===== config.mk =====
export PLATFORM = sky130hd
export DESIGN_NAME = adaptive_brightness_cmds
export DESIGN_NICKNAME = d
export VERILOG_FILES = /design/src/core/adaptive_brightness_cmds.v
export VERILOG_INCLUDE_DIRS = /design/src /design/src/core
export SDC_FILE = /design/constraint.sdc
export NUM_CORES = 1
export LEC_CHECK = 0
export ABC_CLOCK_PERIOD_IN_PS = 1700
export BUFFER_PORTS_ARGS = -buffer_cell sky130_fd_sc_hd__buf_4
export CAP_MARGIN = 20
export CELL_PAD_IN_SITES_DETAIL_PLACEMENT = 0
export CELL_PAD_IN_SITES_GLOBAL_PLACEMENT = 2
export CORE_MARGIN = 2
export CORE_UTILIZATION = 31
export CTS_CLUSTER_DIAMETER = 40
export DETAILED_ROUTE_END_ITERATION = 8
export PLACE_DENSITY_LB_ADDON = 0.1
export SLEW_MARGIN = 15
export SYNTH_ARGS = -nofsm -noshare
export SYNTH_HDL_FRONTEND = slang
export SYNTH_SLANG_ARGS = --single-unit

===== constraint.sdc =====
create_clock -name i_clk -period 1.7 [get_ports i_clk]
set_input_delay 0.255 -clock i_clk [delete_from_list [all_inputs] [get_ports i_clk]]
set_output_delay 0.255 -clock i_clk [all_outputs]
set_load 0.02 [all_outputs]

===== src/core/adaptive_brightness_regs.vh =====
// constants for the adaptive brightness command block
`ifndef ADAPTIVE_BRIGHTNESS_REGS_VH
`define ADAPTIVE_BRIGHTNESS_REGS_VH
`define CMD_WRITE_MODE        8'h55
`define CMD_READ_MODE         8'h56
`define CMD_WRITE_FLOOR       8'h5E
`define CMD_READ_FLOOR        8'h5F
`define MODE_RESET            8'h00
`define FLOOR_RESET           8'h00
`define MODE_OFF              8'h00
`define MODE_UI               8'h01
`define MODE_STILL            8'h02
`define MODE_MOVING           8'h03
`define MODE_ENH_LOW          8'h80
`define MODE_ENH_MED          8'h90
`define MODE_ENH_HIGH         8'hB0
`define MODE_ENH_BIT          7
`endif


===== src/core/adaptive_brightness_cmds.v =====
// command interpreter for adaptive brightness mode and floor
`timescale 1ns/100ps
`default_nettype none
`include "adaptive_brightness_regs.vh"

// How it works
// - command 56h reads dummy byte, then the eight-bit adaptive mode.
// - mode byte encodes four content modes and three enhancement levels.
// - command 5Eh with one parameter stores the brightness floor.
// - with block on, adaptive enabled and mode not off, output brightness never below floor.
// - content processing keeps running while the floor holds brightness.
// - manual brightness is not limited by the floor.
// - smooth transition and dimming pass through untouched by the floor.
// - with brightness block off, the floor is ignored.
// - floor value is monotonic, 00h lowest and FFh highest.
// - command 5Fh reads dummy byte, then the stored floor.
// - parallel reads past the second keep returning the second byte.
// - over the serial link the dummy byte is omitted.
// - floor resets to 00h on hardware reset, kept on software reset.
// - commands accepted in every power and display state.
module adaptive_brightness_cmds (
  input  wire       i_clk,
  input  wire       i_rst_b,
  input  wire       i_data_command_select,
  input  wire       i_write_strobe,
  input  wire       i_read_strobe,
  input  wire [7:0] i_data,
  input  wire       i_serial_link,
  input  wire       i_brightness_block_on,
  input  wire       i_adaptive_enable,
  input  wire [7:0] i_adaptive_brightness,
  input  wire [7:0] i_manual_brightness,
  output reg  [7:0] o_data,
  output wire       o_data_oe,
  output reg  [7:0] o_adaptive_mode_setting,
  output reg  [7:0] o_brightness_floor_value,
  output reg  [7:0] o_brightness,
  output wire       o_content_processing_on,
  output wire       o_floor_active
);

  // read states
  localparam RD_IDLE   = 2'd0;
  localparam RD_DUMMY  = 2'd1;
  localparam RD_VALUE  = 2'd2;

  // three-stage pin synchronisers, change seen when stages 2 and 3 agree
  reg  [2:0] dcx_sync_reg;
  reg  [2:0] wr_sync_reg;
  reg  [2:0] rd_sync_reg;
  reg  [7:0] dat_s1_reg;
  reg  [7:0] dat_s2_reg;
  reg  [7:0] dat_s3_reg;
  reg        wr_level_reg;
  reg        rd_level_reg;
  reg  [7:0] cmd_reg;
  reg        par_pending_reg;
  reg  [1:0] rd_state_reg;
  reg  [1:0] rd_state_next;
  reg  [7:0] rd_value_reg;
  reg        rd_active_reg;
  reg  [7:0] cmd_next;
  reg        par_pending_next;
  reg  [7:0] floor_next;
  reg  [7:0] mode_next;
  reg  [7:0] rd_value_next;
  reg  [7:0] rd_data_next;
  reg  [7:0] brightness_next;

  wire wr_stable = (wr_sync_reg[1] == wr_sync_reg[2]);
  wire rd_stable = (rd_sync_reg[1] == rd_sync_reg[2]);
  wire wr_rise   = wr_stable & wr_sync_reg[2] & ~wr_level_reg;
  wire rd_rise   = rd_stable & rd_sync_reg[2] & ~rd_level_reg;
  wire is_cmd    = ~dcx_sync_reg[2];

  function is_read_cmd;
    input [7:0] c;
    begin
      is_read_cmd = (c == `CMD_READ_MODE) || (c == `CMD_READ_FLOOR);
    end
  endfunction

  // reset to the idle-high level so no false edge follows reset
  always @(posedge i_clk) begin
    if (!i_rst_b) begin
      dcx_sync_reg <= 3'h0;
      wr_sync_reg  <= 3'h7;
      rd_sync_reg  <= 3'h7;
      wr_level_reg <= 1'b1;
      rd_level_reg <= 1'b1;
    end else begin
      dcx_sync_reg <= {dcx_sync_reg[1:0], i_data_command_select};
      wr_sync_reg  <= {wr_sync_reg[1:0], i_write_strobe};
      rd_sync_reg  <= {rd_sync_reg[1:0], i_read_strobe};
      if (wr_stable)
        wr_level_reg <= wr_sync_reg[2];
      if (rd_stable)
        rd_level_reg <= rd_sync_reg[2];
    end
  end

  // data bus takes the same three stages as the strobes
  always @(posedge i_clk) begin
    if (!i_rst_b) begin
      dat_s1_reg <= 8'h00;
      dat_s2_reg <= 8'h00;
      dat_s3_reg <= 8'h00;
    end else begin
      dat_s1_reg <= i_data;
      dat_s2_reg <= dat_s1_reg;
      dat_s3_reg <= dat_s2_reg;
    end
  end

  // command decode; no power-state gating at all
  always @* begin
    cmd_next         = cmd_reg;
    par_pending_next = par_pending_reg;
    floor_next       = o_brightness_floor_value;
    mode_next        = o_adaptive_mode_setting;
    if (wr_rise) begin
      if (is_cmd) begin
        cmd_next         = dat_s3_reg;
        par_pending_next = 1'b1;
      end else if (par_pending_reg) begin
        // only the first parameter counts, later ones fall through
        par_pending_next = 1'b0;
        if (cmd_reg == `CMD_WRITE_FLOOR)
          floor_next = dat_s3_reg;
        if (cmd_reg == `CMD_WRITE_MODE)
          mode_next = dat_s3_reg;
      end
    end
  end

  always @(posedge i_clk) begin
    if (!i_rst_b) begin
      cmd_reg                  <= 8'h00;
      par_pending_reg          <= 1'b0;
      o_adaptive_mode_setting  <= `MODE_RESET;
      o_brightness_floor_value <= `FLOOR_RESET;
    end else begin
      cmd_reg                  <= cmd_next;
      par_pending_reg          <= par_pending_next;
      o_adaptive_mode_setting  <= mode_next;
      o_brightness_floor_value <= floor_next;
    end
  end

  // read sequencing: dummy first on parallel, skipped on serial link
  always @* begin
    rd_state_next = rd_state_reg;
    if (wr_rise && is_cmd)
      rd_state_next = is_read_cmd(dat_s3_reg) ?
        (i_serial_link ? RD_VALUE : RD_DUMMY) : RD_IDLE;
    else if (rd_rise) begin
      case (rd_state_reg)
        RD_IDLE:  rd_state_next = RD_IDLE;
        RD_DUMMY: rd_state_next = RD_VALUE;
        RD_VALUE: rd_state_next = RD_VALUE;
        default:  rd_state_next = RD_IDLE;
      endcase
    end
  end

  // value source follows the last read command taken
  always @* begin
    case (cmd_reg)
      `CMD_READ_FLOOR: rd_value_next = o_brightness_floor_value;
      `CMD_READ_MODE:  rd_value_next = o_adaptive_mode_setting;
      default:         rd_value_next = 8'h00;
    endcase
  end

  // dummy byte is zero; value byte repeats on later strobes
  always @* begin
    if (rd_state_reg == RD_VALUE)
      rd_data_next = rd_value_reg;
    else
      rd_data_next = 8'h00;
  end

  always @(posedge i_clk) begin
    if (!i_rst_b) begin
      rd_state_reg  <= RD_IDLE;
      rd_value_reg  <= 8'h00;
      rd_active_reg <= 1'b0;
      o_data        <= 8'h00;
    end else begin
      rd_state_reg  <= rd_state_next;
      // bus let go as soon as the strobe is seen high again
      rd_active_reg <= (rd_state_reg != RD_IDLE) & ~rd_sync_reg[2];
      rd_value_reg  <= rd_value_next;
      o_data        <= rd_data_next;
    end
  end

  assign o_data_oe = rd_active_reg;

  // brightness path; unsigned compare keeps 00h lowest
  wire floor_apply = i_brightness_block_on & i_adaptive_enable &
                     (o_adaptive_mode_setting != `MODE_OFF);
  assign o_floor_active = floor_apply &
                          (i_adaptive_brightness < o_brightness_floor_value);
  // processing never gated by the clamp
  assign o_content_processing_on = i_adaptive_enable;

  // manual and dimmed value untouched when the block is on and the floor is out of play; block off drives 00h
  always @* begin
    brightness_next = i_adaptive_brightness;
    if (!i_brightness_block_on)
      brightness_next = 8'h00;
    else if (!floor_apply)
      brightness_next = i_manual_brightness;
    else if (o_floor_active)
      brightness_next = o_brightness_floor_value;
  end

  always @(posedge i_clk) begin
    if (!i_rst_b)
      o_brightness <= 8'h00;
    else
      o_brightness <= brightness_next;
  end

endmodule
`default_nettype wire


Word level (Yosys, flattened, before mapping)
Cells that the tools add are included.

word-level totals
  bits in registers = 87
  bits in latches = 0
  bits in writable memories = 0
  bits in read-only memories = 0
  bits of input ports = 32
  logic and storage cells = 60
  memories = 0

cells by class
  add/subtract/negate cells = 0
  $mul = 0
  divide/modulo/power cells = 0
  magnitude comparators = 1
  equal/unequal tests = 10
  shifts and indexed selects = 0
  muxes and demuxes = 9
  bitwise operators = 12
  reductions and logical operators = 11

operator list
  cell                                                                    number
  8-bit by 7-bit equality test with 1-bit output (second input constant)  6
  8-bit 2-to-1 mux                                                        2
  8-bit case mux with 2 select lines                                      1
  2-bit 2-to-1 mux                                                        5
  1-bit AND                                                               8
  8-bit less-than comparator                                              1
  4-bit AND reduction                                                     2
  8-bit nonzero test                                                      1
  2-bit AND reduction                                                     3
  1-bit inverter                                                          4
  2-bit nonzero test                                                      2
  1-bit equality test                                                     2
  2-bit by 1-bit equality test with 1-bit output (second input constant)  1
  2-bit equality test (second input constant)                             1
  2-bit OR reduction                                                      1
  1-bit logical AND                                                       1
  1-bit logical OR                                                        1
  1-bit 2-to-1 mux                                                        1

Depth between registers and ports, before layout
Gate-level depths: netlist of the first run.

  word-level depth = 5
  gate-level depth with buffers = 8
  mapped depth without buffers = 7

Worst setup path before layout of the first run
Ideal clock, no wire load.

  kind = reg-to-output
  start point = register o_brightness_floor_value[1]
  end point = output o_floor_active
  arrival = 1.733 ns
  required time = 1.445 ns
  setup slack = -0.288 ns
  stages on the path, launching flop included = 7
  path buffers = 1
  cell sequence = dfxtp_1 > inv_1 > ha_1 > a2111oi_0 > o31ai_1 > buf_2 > nor2_1

between the ends
  word-level cells in the longest chain between the ends = 2

ends and longest elaborated chain
  element                     line                            text
  start: declaration          adaptive_brightness_cmds.v:36   output reg [7:0] o_brightness_floor_value,
  start signal: assignment    adaptive_brightness_cmds.v:141  o_brightness_floor_value <= `FLOOR_RESET;
  start signal: assignment    adaptive_brightness_cmds.v:146  o_brightness_floor_value <= floor_next;
  8-bit less-than comparator  adaptive_brightness_cmds.v:204  (i_adaptive_brightness < o_brightness_floor_value);
  1-bit AND                   adaptive_brightness_cmds.v:203  assign o_floor_active = floor_apply &
  end: declaration            adaptive_brightness_cmds.v:39   output wire o_floor_active

Every way passes these cells.

Final worst setup path of the first run
  start point = register o_brightness_floor_value[7]
  end point = output o_floor_active

Same word-level chain as after synthesis.

==> results of run 1 <==
## metal layers
metal	wire length [microns]	share of wire	vias to the layer above
li1	-	-	1179
met1	3330	0.48	1051
met2	3160	0.46	42
met3	316	0.046	9
met4	88	0.013	0
met5	0	0	-
## logic make-up (layout without fill, tap and decap cells)
kind of cell    count (synthesis)  count (layout)  share of synthesized area
fa+ha+maj                      11              11                     0.0429
buf+inv                        26             118                     0.0328
compound gates                 35              35                     0.0667
xor+xnor                        1               1                    0.00273
mux                            34              34                      0.106
flops                          87              87                      0.543
simple gates                  104             104                      0.206
## what timing repair did
| action | 4_1_cts | 5_1_grt |
|---|---|---|
| pin swaps | 11 | 6 |
| gates resized for setup | 12 | 6 |
| setup endpoints to repair | 9 | 17 |
| setup buffers | 1 | 0 |
## metrics by stage
stage          cell area (sq um)  std cells  total power [uW]  utilization  hold slack, ns
3_3_place_gp                4050        509              2370        0.397           0.403
5_1_grt                     4380        526              4090        0.430          0.0669
3_5_place_dp                4050        509              2370        0.397           0.405
6_report                    4380        526              3890        0.430          0.0893
2_1_floorplan               3230        298              2250            -           0.356
4_1_cts                     4350        526              3960        0.427          0.0715
## final timing paths
path              slack (ns)               to  depth (start not counted)                        start
setup / recovery       -0.24   o_floor_active                          8  o_brightness_floor_value[7]
hold / removal          0.09   wr_sync_reg[0]                          2               i_write_strobe
setup reg to reg       -0.09  o_brightness[1]                          8  o_brightness_floor_value[6]
hold reg to reg         0.42   wr_sync_reg[1]                          1               wr_sync_reg[0]
## cells in the final DEF (no fill, tap or decap), types with 5 or more instances in the layout
| master | Yosys | layout |
|---|---|---|
| and2_1 | 29 | 29 |
| ha_1 | 11 | 6 |
| buf_4 | 1 | 84 |
| nor2b_1 | 34 | 34 |
| and3_1 | 9 | 9 |
| dfxtp_2 | 0 | 7 |
| o21ai_0 | 8 | 8 |
| a21oi_1 | 12 | 11 |
| clkbuf_8 | 0 | 9 |
| nand2b_1 | 8 | 8 |
| a22oi_1 | 8 | 8 |
| ha_4 | 0 | 5 |
| mux2i_1 | 34 | 34 |
| inv_1 | 12 | 8 |
| dfxtp_1 | 87 | 80 |
## layout make-up
cell class / count / area (sq um)
multi-input cells: 185 / 1470
clock inverters: 5 / 82.6
well taps: 136 / 170
inverters: 12 / 45.0
flip-flops and latches: 87 / 1750
fillers: 1021 / 5810
clock buffers: 11 / 131
repair buffers: 90 / 724
## where the power goes
| part | switching (uW) | internal, uW | total [uW] | leakage [uW] |
|---|---|---|---|---|
| Sequential | 15.7 | 2080 | 2090 | 0.000712 |
| Clock | 715 | 831 | 1550 | 0.000107 |
| Combinational | 103 | 147 | 250 | 0.000929 |
==> flow_summary.yaml, run 1 <==
outcome:
  status: "finished, violations left"
  violations: "negative setup slack"
synthesis:
  syn-num-nets: 341
  synth_cell_type_count: 36
  ys_async_sr_fraction: 0
  synthFlopType: "dfxtp_1"
  syn_avg_cell_area_sq_um: 10.8
  ys_seq_area_frac: 0.543
  synth_area_sq_um: 3210
  synth_most_common_cell: "dfxtp_1"
  synth_top_area_frac: 0.543
  yosys_warnings: 0
  yosys-top-cells-area: "dfxtp_1 (54%), mux2i_1 (11%), nor2b_1 (6.6%), and2_1 (5.7%), ha_1 (4.3%)"
  synth_edf_count: 0
  synth_common_cells: "dfxtp_1 (87), mux2i_1 (34), nor2b_1 (34)"
  yosysTopAreaCell: "dfxtp_1"
  ys_seq_elements: 87
  synth_cells: 298
clock_network:
  clkSlewWorstSetupHoldPaths_ns: 0.08
  tritoncts: "yes"
  cts_buffer_depth: 2
  cts_root_buf: "clkbuf_8"
  insertion_delay_ns: 0.36
  postCtsHoldBufs: 0
  cts-htree-levels: 3
  cts_inserted_buffers: 9
  clock_sinks: 87
floorplan:
  start_util: 0.315
  dieArea_sq_um: 11200
  design.core.area_sq_um: 10200
  die_h_microns: 106
  die_w_microns: 106
  rows: 37
  ios: 67
timing:
  tightest_slew_ns: 0.350
  setup_violations: 9
  finalHoldViolations: 0
  rsz0062_at_grt: "true"
  timing.fmax_ghz: 0.516
  finalCritPeriodShare: 1.14
  max_slew_margin: 0.763
  final.min_clock_period_ns: 1.94
  tns_ns: -0.903
  maxSlewViolCount: 0
  clock_skew_ns: 0.0119
  finalWorstSetupSlack_ns: -0.238
critical_path:
  crit_type: "reg -> out"
  crit_slowest_cell: "dfxtp_2"
  path_cells: "inv_2, ha_4, buf_4, a21oi_2, o21a_1, o31ai_4, nor2_4, buf_6"
  critical_path.max_fanout: 2
  startpoint_type: "register"
  critPathArrivalTime_ns: 1.68
  crit_family: "compound AO/OA/AOI/OAI gates"
  crit_buf_inv: 3
  slowest_delay_ns: 0.34
  cp_data_required_time_ns: 1.44
  endpoint_kind: "output port"
drt:
  viasPerCell: 4.34
  drcViolationCount: 0
  post_drt_wl_per_cell_microns: 13.1
  drt_first_pass_iters: 4
  drt_iter0_markers: 52
  num_vias: 2281
  wl_microns: 6890
  antenna_left: 0
power_and_ir_drop:
  power-per-cell-area_nw_per_um2: 888
  p_leak_uw: 0.00175
  ir_drop_v: 0.000377
layout:
  synthToLayoutAreaGrowth_pct: 36.5
  num_antenna_cells: 0
  nets: 428
  drive_gt1_frac: 0.328
place:
  port_buffers: 66
  hpwl_microns: 4830
  gp_congestion: 0.709
  dpl_worst_slack_ns: -0.230
flow_run:
  maxCapViolCount: 0
grt:
  grt.busiest_layer: "met2"
  grt_pass1_wl_microns: 11400
  grtUsageMet3: 0.0489
  antenna_found_initial: 0
  grt.overflow.total: 0
  grt_max_degree: 80
  first_global_vias: 2220
  use_met2: 0.208
  met1_usage: 0.170
  grt.total_usage: 0.133
worst_hold_path:
  hold_path.class: "in -> reg"
Power figures use the tool's default switching activity.
==> run 2: changes to the inputs <==
--- a/config.mk
+++ b/config.mk
@@ -6,7 +6,7 @@
 export SDC_FILE = /design/constraint.sdc
 export NUM_CORES = 1
 export LEC_CHECK = 0
-export ABC_CLOCK_PERIOD_IN_PS = 1700
+export ABC_CLOCK_PERIOD_IN_PS = 1750
 export BUFFER_PORTS_ARGS = -buffer_cell sky130_fd_sc_hd__buf_4
 export CAP_MARGIN = 20
 export CELL_PAD_IN_SITES_DETAIL_PLACEMENT = 0
==> constraint.sdc (replaced) <==
create_clock -name i_clk -period 1.75 [get_ports i_clk]
set_input_delay 0.2625 -clock i_clk [delete_from_list [all_inputs] [get_ports i_clk]]
set_output_delay 0.2625 -clock i_clk [all_outputs]
set_load 0.02 [all_outputs]
==> run 2 against run 1 <==
  * Highest routed layer unchanged
  * Critical endpoint unchanged
  * Non-clock buffer count is 1 lower
  * Final area is 1.3% lower
  * Total power is 4.8% lower
  * Via count is 0.88% lower
  * Sequential cell count stayed put
  * Sequential share of layout area is 0.51 points higher
  * The flow still finishes with violations (negative setup slack)
  * Register-to-register slack better by 0.07 ns
  * Setup slack better by 0.024 ns
  * Final cell count is 0.19% lower
  * First-iteration DRC count is 38% higher
==> flow_summary.yaml, run 2 (synthesized netlist as in run 1, its figures left out) <==
critical_path:
  crit_type: "reg -> out"
  critPathArrivalTime_ns: 1.70
  startpoint_type: "register"
  endpoint_kind: "output port"
  cp_data_required_time_ns: 1.49
  critical_path.max_fanout: 2
power_and_ir_drop:
  ir_drop_v: 0.000388
  power-per-cell-area_nw_per_um2: 857
  p_leak_uw: 0.00173
grt:
  first_global_vias: 2286
  grt.total_usage: 0.133
  grt.overflow.total: 0
  grt_max_degree: 80
  antenna_found_initial: 0
  grt_pass1_wl_microns: 11600
floorplan:
  die_w_microns: 106
  ios: 67
  die_h_microns: 106
  start_util: 0.315
  dieArea_sq_um: 11200
  rows: 37
  design.core.area_sq_um: 10200
place:
  port_buffers: 66
  place_inst: 508
  dpl_cell_area_sq_um: 4020
  hpwl_microns: 4890
  gp_congestion: 0.726
clock_network:
  cts_inserted_buffers: 9
  postCtsHoldBufs: 0
  cts_root_buf: "clkbuf_8"
  insertion_delay_ns: 0.35
  clock_sinks: 87
  tritoncts: "yes"
  cts_buffer_depth: 2
  clkSlewWorstSetupHoldPaths_ns: 0.09
  cts-htree-levels: 3
timing:
  whs_ns: 0.0942
  setup_violations: 6
  clock_skew_ns: 0.0119
  max_slew_margin: 0.571
  rsz0062_at_grt: "true"
  finalWorstSetupSlack_ns: -0.214
  finalHoldViolations: 0
  timing.fmax_ghz: 0.509
  final.min_clock_period_ns: 1.96
  tightest_slew_ns: 0.644
  maxSlewViolCount: 0
  finalCritPeriodShare: 1.12
  tns_ns: -0.266
outcome:
  status: "finished, violations left"
  violations: "negative setup slack"
layout:
  num_antenna_cells: 0
  synthToLayoutAreaGrowth_pct: 34.8
  final_common_cell: "buf_4"
  nets: 427
  postLayoutCellArea_sq_um: 4320
  final_cells: 525
  drive_gt1_frac: 0.319
  n_fill_cell: 1033
  layout_common_cells: "buf_4 (83), dfxtp_1 (80), mux2i_1 (34), nor2b_1 (34), and2_1 (29)"
drt:
  num_vias: 2261
  viasPerCell: 4.31
  drt_iter0_markers: 72
  drt_first_pass_iters: 4
  drcViolationCount: 0
  wl_microns: 6990
  post_drt_wl_per_cell_microns: 13.3
  antenna_left: 0
worst_hold_path:
  hold_path.class: "in -> reg"
flow_run:
  maxCapViolCount: 0
## run 2: report_power, final
group          switching [uW]  internal (uW)
logic                    97.3            136
registers                15.5           2020
clock network             761            677
total                     873           2830
## run 2: worst max-delay path, stage by stage (launching register included)
cell and delay [ns]:
dfxtp_2 0.35, inv_2 0.04, ha_4 0.21, buf_6 0.11, a21oi_2 0.10, o21a_1 0.20, o31ai_4 0.11, nor2_4 0.10
buf_6 0.12
## run 2: stage by stage
stage | utilization | total power, uW | worst slack [ns]
floorplan | - | 2190 | 0.0124
global placement | 0.395 | 2290 | -0.0999
detailed placement | 0.395 | 2300 | -0.215
CTS | 0.424 | 3770 | -0.264
global route | 0.424 | 3890 | -0.307
finish | 0.424 | 3700 | -0.214
## run 2: per-layer routing
layer / wire [microns] / up-vias / GRT usage
met1: 3450 / 1031 / 0.179
met3: 246 / 8 / 0.0365
li1: - / 1180 / -
met5: 0 / - / 0
met4: 104 / 0 / 0.0508
met2: 3180 / 42 / 0.205
## run 2: path summary, 6_finish.rpt
kind / from / endpoint / slack (ns) / cells past startpoint
worst min-delay path: i_read_strobe / rd_sync_reg[0] / 0.09 / 2
worst min register to register: wr_sync_reg[0] / wr_sync_reg[1] / 0.42 / 1
worst max register to register: o_brightness_floor_value[3] / o_brightness[1] / -0.02 / 9
worst max-delay path: o_brightness_floor_value[7] / o_floor_active / -0.21 / 8
## run 2: layout make-up
class	count	area, sq um	share of cell area
clock inverter	7	78.8	0.0182
multi-input combinational	185	1450	0.335
timing repair buffer	89	708	0.164
inverter	12	45.0	0.0104
tap	136	170	0.0394
clock buffer	9	124	0.0287
sequential	87	1750	0.405
## run 2: what timing repair did
item,in CTS,in global routing
pin swaps,6,2
endpoints found under the hold margin,0,0
resized for setup,17,1
endpoints found under the setup margin,9,11
setup buffers,1,0
==> run 3: changes to the inputs <==
--- a/config.mk
+++ b/config.mk
@@ -16,6 +16,7 @@
 export CTS_CLUSTER_DIAMETER = 40
 export DETAILED_ROUTE_END_ITERATION = 8
 export PLACE_DENSITY_LB_ADDON = 0.1
+export RECOVER_POWER = 100
 export SLEW_MARGIN = 15
 export SYNTH_ARGS = -nofsm -noshare
 export SYNTH_HDL_FRONTEND = slang
==> run 3 against run 2 <==
  * The flow still finishes with violations (negative setup slack)
  * Wire length barely moved
  * Clock-buffer cell count did not move
  * Largest power group unchanged
  * Core utilization fell by 1.6 points
  * Hold slack got worse by 0.00054 ns
  * Sequential power barely moved
  * Critical path depth did not move
  * Register-to-register slack barely moved
  * Die area did not move
  * Setup slack got worse by 0.00061 ns
  * Clock power barely moved
==> flow_summary.yaml, run 3 (synthesized netlist as in run 1, its figures left out) <==
critical_path:
  path_common_cell: "buf_6"
  path_cells: "inv_2, ha_4, buf_6, a21oi_2, o21a_1, o31ai_4, nor2_4, buf_6"
  critical_path.max_fanout: 2
  cp_data_required_time_ns: 1.49
  startpoint_type: "register"
  r2r_cells: 9
  crit_slowest_cell: "dfxtp_2"
  slowest_delay_ns: 0.35
  crit_type: "reg -> out"
  endpoint_kind: "output port"
  critPathArrivalTime_ns: 1.70
timing:
  timing.fmax_ghz: 0.509
  whs_ns: 0.0937
  tightest_slew_ns: 1.28
  rsz0062_at_grt: "true"
  finalHoldViolations: 0
  maxSlewViolCount: 0
  finalWorstSetupSlack_ns: -0.215
  setup_violations: 8
  clock_skew_ns: 0.0129
  finalCritPeriodShare: 1.12
  max_slew_margin: 0.149
  final.min_clock_period_ns: 1.96
drt:
  antenna_left: 0
  drt_iter0_markers: 66
  wl_microns: 6990
  num_vias: 2250
  topRoutingLayerUsed: "met4"
  drcViolationCount: 0
  viasPerCell: 4.29
  wl_met1_microns: 3430
  drt_first_pass_iters: 4
  dr_wl_met3_microns: 266
  wl_met2_microns: 3190
  post_drt_wl_per_cell_microns: 13.3
grt:
  first_global_vias: 2286
  grt_max_degree: 80
  antenna_found_initial: 0
  grt.total_usage: 0.133
  grt_pass1_wl_microns: 11600
  grt.overflow.total: 0
outcome:
  status: "finished, violations left"
  violations: "negative setup slack"
clock_network:
  clock_sinks: 87
  cts_buffer_depth: 2
  clkSlewWorstSetupHoldPaths_ns: 0.09
  postCtsHoldBufs: 0
  cts_root_buf: "clkbuf_8"
  insertion_delay_ns: 0.36
  tritoncts: "yes"
  cts-htree-levels: 3
  cts_inserted_buffers: 9
place:
  hpwl_microns: 4890
  port_buffers: 66
  gp_congestion: 0.726
floorplan:
  dieArea_sq_um: 11200
  die_h_microns: 106
  design.core.area_sq_um: 10200
  die_w_microns: 106
  start_util: 0.315
  ios: 67
  rows: 37
layout:
  final_common_cell: "dfxtp_1"
  synthToLayoutAreaGrowth_pct: 29.8
  num_antenna_cells: 0
  nets: 427
  n_fill_cell: 1064
  layout_common_cells: "dfxtp_1 (85), buf_4 (53), mux2i_1 (34), nor2b_1 (34), clkbuf_1 (27)"
  drive_gt1_frac: 0.234
power_and_ir_drop:
  power-per-cell-area_nw_per_um2: 887
  total_power_uw: 3690
  ir_drop_v: 0.000386
  p_leak_uw: 0.00160
worst_hold_path:
  min_path_cells: 2
  hold_path.class: "in -> reg"
flow_run:
  maxCapViolCount: 0
-- run 3: cell count changes in the layout (fill, tap and decap cells not counted), moves of 5 or more --
| cell | before | now |
|---|---|---|
| clkbuf_1 | 0 | 27 |
| and2_1 | 29 | 21 |
| dfxtp_2 | 7 | 2 |
| and2_0 | 2 | 10 |
| buf_4 | 83 | 53 |
| dfxtp_1 | 80 | 85 |
-- run 3: final timing paths --
kind / endpoint / start / slack [ns]
max: o_floor_active / o_brightness_floor_value[7] / -0.21
min: rd_sync_reg[0] / i_read_strobe / 0.09
max reg2reg: o_brightness[1] / o_brightness_floor_value[2] / -0.03
min reg2reg: wr_sync_reg[1] / wr_sync_reg[0] / 0.42
-- run 3: what timing repair did --
| item | 4_1_cts | 5_1_grt |
|---|---|---|
| setup buffers | 1 | 0 |
| pin swaps | 6 | 2 |
| setup endpoints to repair | 9 | 11 |
| resized for setup | 17 | 1 |
-- run 3: through the flow --
step            util  std cells  setup slack, ns  setup TNS [ns]  cell area [sq um]
2_1_floorplan      -        298           0.0124               0               3220
3_3_place_gp   0.395        508          -0.0999          -0.785               4020
3_5_place_dp   0.395        508           -0.215           -1.81               4020
4_1_cts        0.424        525           -0.264          -0.307               4320
5_1_grt        0.409        525           -0.307           -1.81               4160
6_report       0.409        525           -0.215          -0.320               4160
-- run 3: critical path: cells and delay by family (launching register included) --
kind,cells,cell delay [ns]
buf+inv,3,0.27
compound gates,3,0.41
simple gates,1,0.10
flops,1,0.35
fa+ha+maj,1,0.21
-- run 3: cell type report --
type                            instances  area (sq um)  share of cell area
Sequential cell                        87          1740               0.419
Multi-Input combinational cell        185          1430               0.343
Timing Repair Buffer                   89           572               0.137
Tap cell                              136           170              0.0409
Clock buffer                            9           124              0.0298
Clock inverter                          7          78.8              0.0189
Inverter                               12          45.0              0.0108
-- run 3: where the power goes --
group / leakage, uW / internal [uW] / switching (uW)
Combinational: 0.000791 / 127 / 97.4
Clock: 0.0000982 / 677 / 759
Sequential: 0.000709 / 2020 / 15.3
-- run 3: metal layers --
metal	vias up	global-route usage
met3	8	0.0365
met4	0	0.0508
met1	1023	0.179
met5	-	0
met2	43	0.205
li1	1176	-
